$ cat src/dma_flag_consts.svh
// Constants for the stream event flag bank: offsets, field positions, resets.
// Assumes inclusion by the flag bank modules and the bench.
`ifndef DMA_FLAG_CONSTS_SVH
`define DMA_FLAG_CONSTS_SVH
`define OFS_LOW_STATUS   5'h00
`define OFS_HIGH_STATUS  5'h04
`define OFS_LOW_CLEAR    5'h08
`define OFS_HIGH_CLEAR   5'h0c
`define OFS_IRQ_ENABLE   5'h10
`define OFS_IRQ_STATUS   5'h14
`define OFS_IRQ_MASK     5'h18
`define ADDR_W           5
`define GROUP_W          6
`define FLAG_POS_QUEUE   0
`define FLAG_POS_DIRECT  2
`define FLAG_POS_FAULT   3
`define FLAG_POS_HALF    4
`define FLAG_POS_DONE    5
`define GROUP_BASE0      0
`define GROUP_BASE1      6
`define GROUP_BASE2      16
`define GROUP_BASE3      22
// Reserved bits 31:28, 23, 17, 15:12, 7 and 1 stay out of every flag word
`define FLAG_MASK        32'h0f7d_0f7d
`define WORD_ZERO        32'h0000_0000
`define IRQ_MASK_W       8
`define RESP_OKAY        2'h0
`define RESP_SLVERR      2'h2
`endif

$ cat src/dma_flag_pkg.sv
// Types shared by the stream event flag bank.
// Assumes the constants header sits in the same folder.
`default_nettype none
package dma_flag_pkg;
  typedef logic [4:0] stream_events_t;
  typedef enum logic [1:0] {WR_IDLE, WR_RESP} wr_state_t;
endpackage : dma_flag_pkg
`default_nettype wire

$ cat src/dma_stream_flags.sv
// One status word of four stream groups with set-wins clearing.
// Assumes event pulses synchronous to aclk.
`default_nettype none
`include "dma_flag_consts.svh"
module dma_stream_flags
  import dma_flag_pkg::*;
(
  // Clock and reset
  input  wire logic        aclk,
  input  wire logic        aresetn,
  // Events and clear
  input  wire logic [19:0] set_events,
  input  wire logic [31:0] clear_bits,
  // Status
  output logic      [31:0] status
);
  function automatic logic [31:0] spread(input logic [19:0] ev);
    logic [31:0] w;
    w = `WORD_ZERO;
    w[`GROUP_BASE0 +: `GROUP_W] = {ev[4:1], 1'b0, ev[0]};
    w[`GROUP_BASE1 +: `GROUP_W] = {ev[9:6], 1'b0, ev[5]};
    w[`GROUP_BASE2 +: `GROUP_W] = {ev[14:11], 1'b0, ev[10]};
    w[`GROUP_BASE3 +: `GROUP_W] = {ev[19:16], 1'b0, ev[15]};
    return w;
  endfunction : spread

  logic [31:0] set_word;
  assign set_word = spread(set_events);

  always_ff @(posedge aclk)
  begin
    if (!aresetn)
      status <= `WORD_ZERO;
    else
      // Set after clear so a same-cycle event survives
      status <= ((status & ~clear_bits) | set_word) & `FLAG_MASK;
  end

  property p_set_wins;
    @(posedge aclk) disable iff (!aresetn)
      (set_word != `WORD_ZERO) |=> ((status & $past(set_word)) == $past(set_word));
  endproperty
  a_set_wins: assert property (p_set_wins) else $error("event lost");
endmodule : dma_stream_flags
`default_nettype wire

$ cat src/dma_stream_event_flag_bank.sv
// Event flag bank of an eight-stream DMA engine with AXI4-Lite access.
// Assumes stream engines pulse events on aclk; enables come from stream config.
`default_nettype none
`include "dma_flag_consts.svh"
module dma_stream_event_flag_bank
  import dma_flag_pkg::*;
(
  // Clock and reset
  input  wire logic        aclk,
  input  wire logic        aresetn,
  // AXI4-Lite write address
  input  wire logic [4:0]  s_axi_awaddr,
  input  wire logic        s_axi_awvalid,
  output logic             s_axi_awready,
  // AXI4-Lite write data
  input  wire logic [31:0] s_axi_wdata,
  input  wire logic [3:0]  s_axi_wstrb,
  input  wire logic        s_axi_wvalid,
  output logic             s_axi_wready,
  // AXI4-Lite write response
  output logic [1:0]       s_axi_bresp,
  output logic             s_axi_bvalid,
  input  wire logic        s_axi_bready,
  // AXI4-Lite read address
  input  wire logic [4:0]  s_axi_araddr,
  input  wire logic        s_axi_arvalid,
  output logic             s_axi_arready,
  // AXI4-Lite read data
  output logic [31:0]      s_axi_rdata,
  output logic [1:0]       s_axi_rresp,
  output logic             s_axi_rvalid,
  input  wire logic        s_axi_rready,
  // Stream events, five per stream: done,half,fault,direct,queue at 4..0
  input  wire logic [39:0] stream_events,
  // Per-stream interrupt enables, same five-bit layout
  input  wire logic [39:0] stream_irq_enable,
  // Interrupt outputs
  output logic [7:0]       stream_irq,
  output logic             irq
);
  // ****************************************
  // Write channel
  // ****************************************
  logic [4:0]  aw_addr;
  logic        aw_have;
  logic [31:0] w_data;
  logic [3:0]  w_strb;
  logic        w_have;
  wr_state_t   wr_state;
  logic        wr_fire;

  assign s_axi_awready = !aw_have && wr_state == WR_IDLE;
  assign s_axi_wready  = !w_have && wr_state == WR_IDLE;
  assign wr_fire = aw_have && w_have && wr_state == WR_IDLE;

  always_ff @(posedge aclk)
  begin
    if (!aresetn)
    begin
      aw_have <= 1'b0;
      aw_addr <= 5'h00;
    end
    else if (s_axi_awvalid && s_axi_awready)
    begin
      aw_have <= 1'b1;
      aw_addr <= s_axi_awaddr;
    end
    else if (wr_fire)
      aw_have <= 1'b0;
  end

  always_ff @(posedge aclk)
  begin
    if (!aresetn)
    begin
      w_have <= 1'b0;
      w_data <= `WORD_ZERO;
      w_strb <= 4'h0;
    end
    else if (s_axi_wvalid && s_axi_wready)
    begin
      w_have <= 1'b1;
      w_data <= s_axi_wdata;
      w_strb <= s_axi_wstrb;
    end
    else if (wr_fire)
      w_have <= 1'b0;
  end

  // Partial strobes refused: clearing half a word could drop events silently
  function automatic logic wr_ok(input logic [4:0] a, input logic [3:0] s);
    logic hit;
    hit = a == 5'(`OFS_LOW_STATUS) || a == 5'(`OFS_HIGH_STATUS) ||
          a == 5'(`OFS_LOW_CLEAR) || a == 5'(`OFS_HIGH_CLEAR) ||
          a == `OFS_IRQ_STATUS || a == `OFS_IRQ_MASK || a == `OFS_IRQ_ENABLE;
    return hit && s == 4'hf;
  endfunction : wr_ok

  logic wr_good;
  assign wr_good = wr_ok(aw_addr, w_strb);

  always_ff @(posedge aclk)
  begin
    if (!aresetn)
    begin
      wr_state <= WR_IDLE;
      s_axi_bvalid <= 1'b0;
      s_axi_bresp <= `RESP_OKAY;
    end
    else
    begin
      case (wr_state)
        WR_IDLE:
          if (wr_fire)
          begin
            wr_state <= WR_RESP;
            s_axi_bvalid <= 1'b1;
            s_axi_bresp <= wr_good ? `RESP_OKAY : `RESP_SLVERR;
          end
        WR_RESP:
          if (s_axi_bready)
          begin
            wr_state <= WR_IDLE;
            s_axi_bvalid <= 1'b0;
          end
        default:
          wr_state <= WR_IDLE;
      endcase
    end
  end

  // ****************************************
  // Flag words
  // ****************************************
  logic [31:0] low_clear_bits;
  logic [31:0] high_clear_bits;
  logic [31:0] low_stream_event_status;
  logic [31:0] high_stream_event_status;

  // Status words are read-only: writes there only answer
  assign low_clear_bits = (wr_fire && wr_good && aw_addr == 5'(`OFS_LOW_CLEAR))
                          ? w_data : `WORD_ZERO;
  assign high_clear_bits = (wr_fire && wr_good && aw_addr == 5'(`OFS_HIGH_CLEAR))
                           ? w_data : `WORD_ZERO;

  dma_stream_flags u_low_flags (
    .aclk       (aclk),
    .aresetn    (aresetn),
    .set_events (stream_events[19:0]),
    .clear_bits (low_clear_bits),
    .status     (low_stream_event_status)
  );

  dma_stream_flags u_high_flags (
    .aclk       (aclk),
    .aresetn    (aresetn),
    .set_events (stream_events[39:20]),
    .clear_bits (high_clear_bits),
    .status     (high_stream_event_status)
  );

  // ****************************************
  // Stream interrupts
  // ****************************************
  function automatic stream_events_t group_of(input logic [31:0] w, input int g);
    logic [5:0] f;
    f = 6'h00;
    case (g)
      0: f = w[`GROUP_BASE0 +: `GROUP_W];
      1: f = w[`GROUP_BASE1 +: `GROUP_W];
      2: f = w[`GROUP_BASE2 +: `GROUP_W];
      3: f = w[`GROUP_BASE3 +: `GROUP_W];
      default: f = 6'h00;
    endcase
    return {f[`FLAG_POS_DONE], f[`FLAG_POS_HALF], f[`FLAG_POS_FAULT],
            f[`FLAG_POS_DIRECT], f[`FLAG_POS_QUEUE]};
  endfunction : group_of

  logic [7:0] stream_req;
  always_comb
  begin
    for (int i = 0; i < 4; i++)
    begin
      stream_req[i] = |(group_of(low_stream_event_status, i) &
                        stream_irq_enable[5*i +: 5]);
      stream_req[i+4] = |(group_of(high_stream_event_status, i) &
                          stream_irq_enable[5*(i+4) +: 5]);
    end
  end

  always_ff @(posedge aclk)
  begin
    if (!aresetn)
      stream_irq <= 8'h00;
    else
      stream_irq <= stream_req;
  end

  // Sticky rising-edge record per stream, write one to clear, mask gates irq
  logic [7:0] irq_status;
  logic [7:0] irq_mask;
  logic [7:0] req_prev;
  logic [7:0] req_rise;
  assign req_rise = stream_req & ~req_prev;

  always_ff @(posedge aclk)
  begin
    if (!aresetn)
      req_prev <= 8'h00;
    else
      req_prev <= stream_req;
  end

  always_ff @(posedge aclk)
  begin
    if (!aresetn)
      irq_status <= 8'h00;
    else if (wr_fire && wr_good && aw_addr == `OFS_IRQ_STATUS)
      irq_status <= (irq_status & ~w_data[`IRQ_MASK_W-1:0]) | req_rise;
    else
      irq_status <= irq_status | req_rise;
  end

  always_ff @(posedge aclk)
  begin
    if (!aresetn)
      irq_mask <= 8'h00;
    else if (wr_fire && wr_good && aw_addr == `OFS_IRQ_MASK)
      irq_mask <= w_data[`IRQ_MASK_W-1:0];
  end

  assign irq = |(irq_status & irq_mask);

  // ****************************************
  // Read channel
  // ****************************************
  logic [31:0] rd_word;
  logic        rd_hit;
  always_comb
  begin
    rd_hit = 1'b1;
    case (s_axi_araddr)
      5'(`OFS_LOW_STATUS):  rd_word = low_stream_event_status;
      5'(`OFS_HIGH_STATUS): rd_word = high_stream_event_status;
      5'(`OFS_LOW_CLEAR):   rd_word = `WORD_ZERO;
      5'(`OFS_HIGH_CLEAR):  rd_word = `WORD_ZERO;
      `OFS_IRQ_STATUS:      rd_word = {24'h000000, irq_status};
      `OFS_IRQ_MASK:        rd_word = {24'h000000, irq_mask};
      `OFS_IRQ_ENABLE:      rd_word = `WORD_ZERO;
      default:
      begin
        rd_word = `WORD_ZERO;
        rd_hit = 1'b0;
      end
    endcase
  end

  assign s_axi_arready = !s_axi_rvalid;

  always_ff @(posedge aclk)
  begin
    if (!aresetn)
    begin
      s_axi_rvalid <= 1'b0;
      s_axi_rdata <= `WORD_ZERO;
      s_axi_rresp <= `RESP_OKAY;
    end
    else if (s_axi_arvalid && s_axi_arready)
    begin
      s_axi_rvalid <= 1'b1;
      s_axi_rdata <= rd_word & `FLAG_MASK | (rd_hit &&
                     s_axi_araddr >= `OFS_IRQ_ENABLE ? rd_word : `WORD_ZERO);
      s_axi_rresp <= rd_hit ? `RESP_OKAY : `RESP_SLVERR;
    end
    else if (s_axi_rready)
      s_axi_rvalid <= 1'b0;
  end

  // ****************************************
  // Checks
  // ****************************************
  property p_low_clear;
    @(posedge aclk) disable iff (!aresetn)
      (low_clear_bits != `WORD_ZERO && stream_events[19:0] == 20'h00000)
      |=> ((low_stream_event_status & $past(low_clear_bits)) == `WORD_ZERO);
  endproperty
  a_low_clear: assert property (p_low_clear) else $error("low clear failed");

  property p_high_clear;
    @(posedge aclk) disable iff (!aresetn)
      (high_clear_bits != `WORD_ZERO && stream_events[39:20] == 20'h00000)
      |=> ((high_stream_event_status & $past(high_clear_bits)) == `WORD_ZERO);
  endproperty
  a_high_clear: assert property (p_high_clear) else $error("high clear failed");

  property p_reserved_zero;
    @(posedge aclk) disable iff (!aresetn)
      ((low_stream_event_status | high_stream_event_status) & ~`FLAG_MASK) == `WORD_ZERO;
  endproperty
  a_reserved_zero: assert property (p_reserved_zero) else $error("reserved bit set");

  property p_done_set;
    @(posedge aclk) disable iff (!aresetn)
      stream_events[4] |=> low_stream_event_status[`GROUP_BASE0 + `FLAG_POS_DONE];
  endproperty
  a_done_set: assert property (p_done_set) else $error("done flag not set");

  property p_half_set;
    @(posedge aclk) disable iff (!aresetn)
      stream_events[28] |=> high_stream_event_status[`GROUP_BASE1 + `FLAG_POS_HALF];
  endproperty
  a_half_set: assert property (p_half_set) else $error("half flag not set");

  property p_fault_set;
    @(posedge aclk) disable iff (!aresetn)
      stream_events[12] |=> low_stream_event_status[`GROUP_BASE2 + `FLAG_POS_FAULT];
  endproperty
  a_fault_set: assert property (p_fault_set) else $error("fault flag not set");

  property p_direct_set;
    @(posedge aclk) disable iff (!aresetn)
      stream_events[36] |=> high_stream_event_status[`GROUP_BASE3 + `FLAG_POS_DIRECT];
  endproperty
  a_direct_set: assert property (p_direct_set) else $error("direct flag not set");

  property p_queue_set;
    @(posedge aclk) disable iff (!aresetn)
      stream_events[5] |=> low_stream_event_status[`GROUP_BASE1 + `FLAG_POS_QUEUE];
  endproperty
  a_queue_set: assert property (p_queue_set) else $error("queue flag not set");

  property p_hold;
    @(posedge aclk) disable iff (!aresetn)
      (low_clear_bits == `WORD_ZERO) |=>
        ((low_stream_event_status & $past(low_stream_event_status))
          == $past(low_stream_event_status));
  endproperty
  a_hold: assert property (p_hold) else $error("flag dropped without clear");

  property p_irq_follow;
    @(posedge aclk) disable iff (!aresetn)
      ##1 stream_irq == $past(stream_req);
  endproperty
  a_irq_follow: assert property (p_irq_follow) else $error("stream irq wrong");

  property p_reset_zero;
    @(posedge aclk) !aresetn |=> (low_stream_event_status == `WORD_ZERO &&
                                  high_stream_event_status == `WORD_ZERO);
  endproperty
  a_reset_zero: assert property (p_reset_zero) else $error("flags not cleared");

  property p_clear_reads_zero;
    @(posedge aclk) disable iff (!aresetn)
      (s_axi_arvalid && s_axi_arready && s_axi_araddr == 5'(`OFS_LOW_CLEAR))
      |=> s_axi_rdata == `WORD_ZERO;
  endproperty
  a_clear_reads_zero: assert property (p_clear_reads_zero) else $error("clear read nonzero");

  property p_bad_strobe;
    @(posedge aclk) disable iff (!aresetn)
      (wr_fire && w_strb != 4'hf) |=> s_axi_bresp == `RESP_SLVERR;
  endproperty
  a_bad_strobe: assert property (p_bad_strobe) else $error("partial write accepted");

  c_write: cover property (@(posedge aclk) s_axi_bvalid && s_axi_bready);
  c_read: cover property (@(posedge aclk) s_axi_rvalid && s_axi_rready);
  c_irq: cover property (@(posedge aclk) irq);
  c_set_clear: cover property (@(posedge aclk) stream_events[0] && low_clear_bits[0]);
endmodule : dma_stream_event_flag_bank
`default_nettype wire

$ cat config.mk
export PLATFORM = sky130hd
export DESIGN_NAME = dma_stream_event_flag_bank
export DESIGN_NICKNAME = d
export VERILOG_FILES = /design/src/dma_flag_pkg.sv /design/src/dma_stream_flags.sv /design/src/dma_stream_event_flag_bank.sv
export VERILOG_INCLUDE_DIRS = /design/src
export SDC_FILE = /design/constraint.sdc
export NUM_CORES = 1
export LEC_CHECK = 0
export BUFFER_PORTS_ARGS = -buffer_cell sky130_fd_sc_hd__buf_2
export CAP_MARGIN = 20
export CORE_MARGIN = 2
export CORE_UTILIZATION = 40
export CTS_CLUSTER_SIZE = 14
export DETAILED_ROUTE_END_ITERATION = 10
export PLACE_DENSITY = 0.75
export SYNTH_ARGS = -nofsm -noshare
export SYNTH_HDL_FRONTEND = slang
export SYNTH_HIERARCHICAL = 1
export SYNTH_SLANG_ARGS = --single-unit
$ cat constraint.sdc
create_clock -name aclk -period 2.2 [get_ports aclk]
set_input_delay 0.44 -clock aclk [delete_from_list [all_inputs] [get_ports aclk]]
set_output_delay 0.44 -clock aclk [all_outputs]
set_load 0.03 [all_outputs]
==> impl_results.md <==
* CP Data Required Time at approximately 2.5 ns
* M1 WL at 6740 um
* PD cells at 851 nW/um^2
* Post-Synthesis Cells at 581
* First-pass GRT wire length at 23700 um
* Die height at 121 um
* Root Driver: clkbuf_16
* Status: finished clean
* Initial Util at 0.411
* Final Cycle Share at 0.870
* Synthesis warning total at 6
* WL final at 15000 um
* Clock Sink Count at 133
* Worst-Margin Slew at 0.632 ns
* I/O pin cnt at 183
* RSZ-0062 raised after global routing: false
* Worst EP arrival at 2.23 ns
* Hold Vio Cnt, Final at 0
* Slew Viols, Final at 0
* DR top layer: met5
* Nets at 877
* Iteration-0 DRC Markers at 315
* Cts bufs inserted at 17
* DR WL/cell at 16.0 um
* Met3 wire len at 928 um
* Fmax at between 0.5 and 0.6 GHz
* Gp weighted congestion at 0.861
* # rows at 42
* Antenna viol nets, final at 0
* CP endpoint kind: flop
* Commonest non-fill, non-tap cells in the layout: buf_2 (170), dfxtp_1 (133), nand2_1 (70)
* WHS Path Cells at 2
* Slew HR at 0.579
* Clk slew on worst S/H paths at ~0.06 ns
* Antenna violations before repair at 2
* Pleak at 3.18 nW
* Final setup viols at 0
* Final setup TNS at 0 ns
* Avg Cell Area, Syn at roughly 9.4 sq um
* Vias per std cell at 5.10
* CTS tree: built
* Max Fanout on Critical Path at 20
* Area of the die at 14600 sq um
* Max cap viols at 0
* CTS hold repair buffers at 0
* Mapped Area at 5470 sq um
* Pre-antenna DRT Iters at 5
* Worst R2R Path Depth at 6
* Metal2 WL at 7080 um
* Total gr overflow at 0
* H-tree lvl count at 4
* # resized after CTS at 0
* Setup slack after layout at 0.286 ns
* Area grow syn2layout at 28.2%
* Vias in the first global route at between 4000 and 5000
* Drt drc at 0
* Crit Path Class: reg2reg
* Buffers on Ports at 170
* Via count of the routed design at 4755
* Largest net degree at the start of global routing at 50
* Place WS at between 0.2 and 0.25 ns
* Post-DP HPWL at 11000 um
* Final period demand of the worst path at 1.91 ns
* Die X at 121 um
* Most common cell after layout, fill and taps aside: buf_2
* Peak VDD IR at 0.531 mV
* Area of the core at 13300 sq um
* Worst clock skew at ~0.0086 ns
* Max clock buf depth at 2
* Fillcell total at 1242
* Clk Latency, worst-skew pair at 0.42 ns
* Share of cells above drive strength 1 at 0.300
* Worst min path class: in2reg
* Crit start category: flop
* # Post-CTS Setup Buffers at 0
* Total GRT Usage at 0.211
## worst paths after layout
check,start,endpoint,slack (ns)
worst min register to register,s_axi_rdata[6]$_SDFFE_PN0P_,s_axi_rdata[6]$_SDFFE_PN0P_,0.44
worst max register to register,s_axi_bvalid$_SDFFE_PN0P_,u_low_flags/status[21]$_SDFF_PN0_,0.29
worst max-delay path,s_axi_bvalid$_SDFFE_PN0P_,u_low_flags/status[21]$_SDFF_PN0_,0.29
worst min-delay path,stream_events[38],u_high_flags/status[26]$_SDFF_PN0_,0.23
## area by class of cell
type / instances / area [sq um] / share of cell area
Sequential cell: 133 / 2660 / 0.380
Multi-Input combinational cell: 398 / 2550 / 0.364
Timing Repair Buffer: 184 / 968 / 0.138
Clock buffer: 28 / 527 / 0.0751
Tap cell: 176 / 220 / 0.0314
Clock inverter: 3 / 40.0 / 0.00571
Inverter: 10 / 37.5 / 0.00535
Antenna cell: 1 / 2.50 / 0.000357
## where the power goes
group | total, mW | switching [mW] | internal (mW) | leakage, nW
sequential | 2.67 | 0.118 | 2.55 | 1.10
clock | 2.70 | 0.973 | 1.73 | 0.280
combinational | 0.598 | 0.315 | 0.282 | 1.80
total | 5.97 | 1.41 | 4.56 | 3.18
## worst max-delay path: stages (launching register included)
cell      delay, ns
dfxtp_1        0.34
nand3b_2       0.30
nor3_1         0.20
and4bb_2       0.55
and2_1         0.20
nor2b_1        0.05
o21a_1         0.16
## registers in the layout, indices dropped and copies added, names as in the netlist
| name | cells |
|---|---|
| aw_addr | 5 |
| aw_have | 1 |
| irq_mask | 8 |
| irq_status | 8 |
| req_prev | 8 |
| s_axi_bresp | 1 |
| s_axi_bvalid | 1 |
| s_axi_rdata | 32 |
| s_axi_rresp | 1 |
| s_axi_rvalid | 1 |
| u_high_flags/status | 20 |
| u_low_flags/status | 20 |
| w_data | 22 |
| w_have | 1 |
| w_strb | 4 |
## per-layer routing
layer | vias to the layer above | GRT usage
li1 | 2356 | -
met1 | 2243 | 0.264
met2 | 137 | 0.336
met3 | 17 | 0.0691
met4 | 2 | 0.0807
met5 | - | 0
## metrics by stage
stage	cells	power, mW	area (sq um)	util	hold slack [ns]
2_1_floorplan	582	3.06	5470	-	0.436
3_3_place_gp	901	3.31	6440	0.485	0.428
3_5_place_dp	901	3.32	6440	0.485	0.436
4_1_cts	932	6.01	7010	0.527	0.218
5_1_grt	933	6.19	7010	0.527	0.217
6_report	933	5.97	7010	0.527	0.228
(Power assumes the default switching activity.)
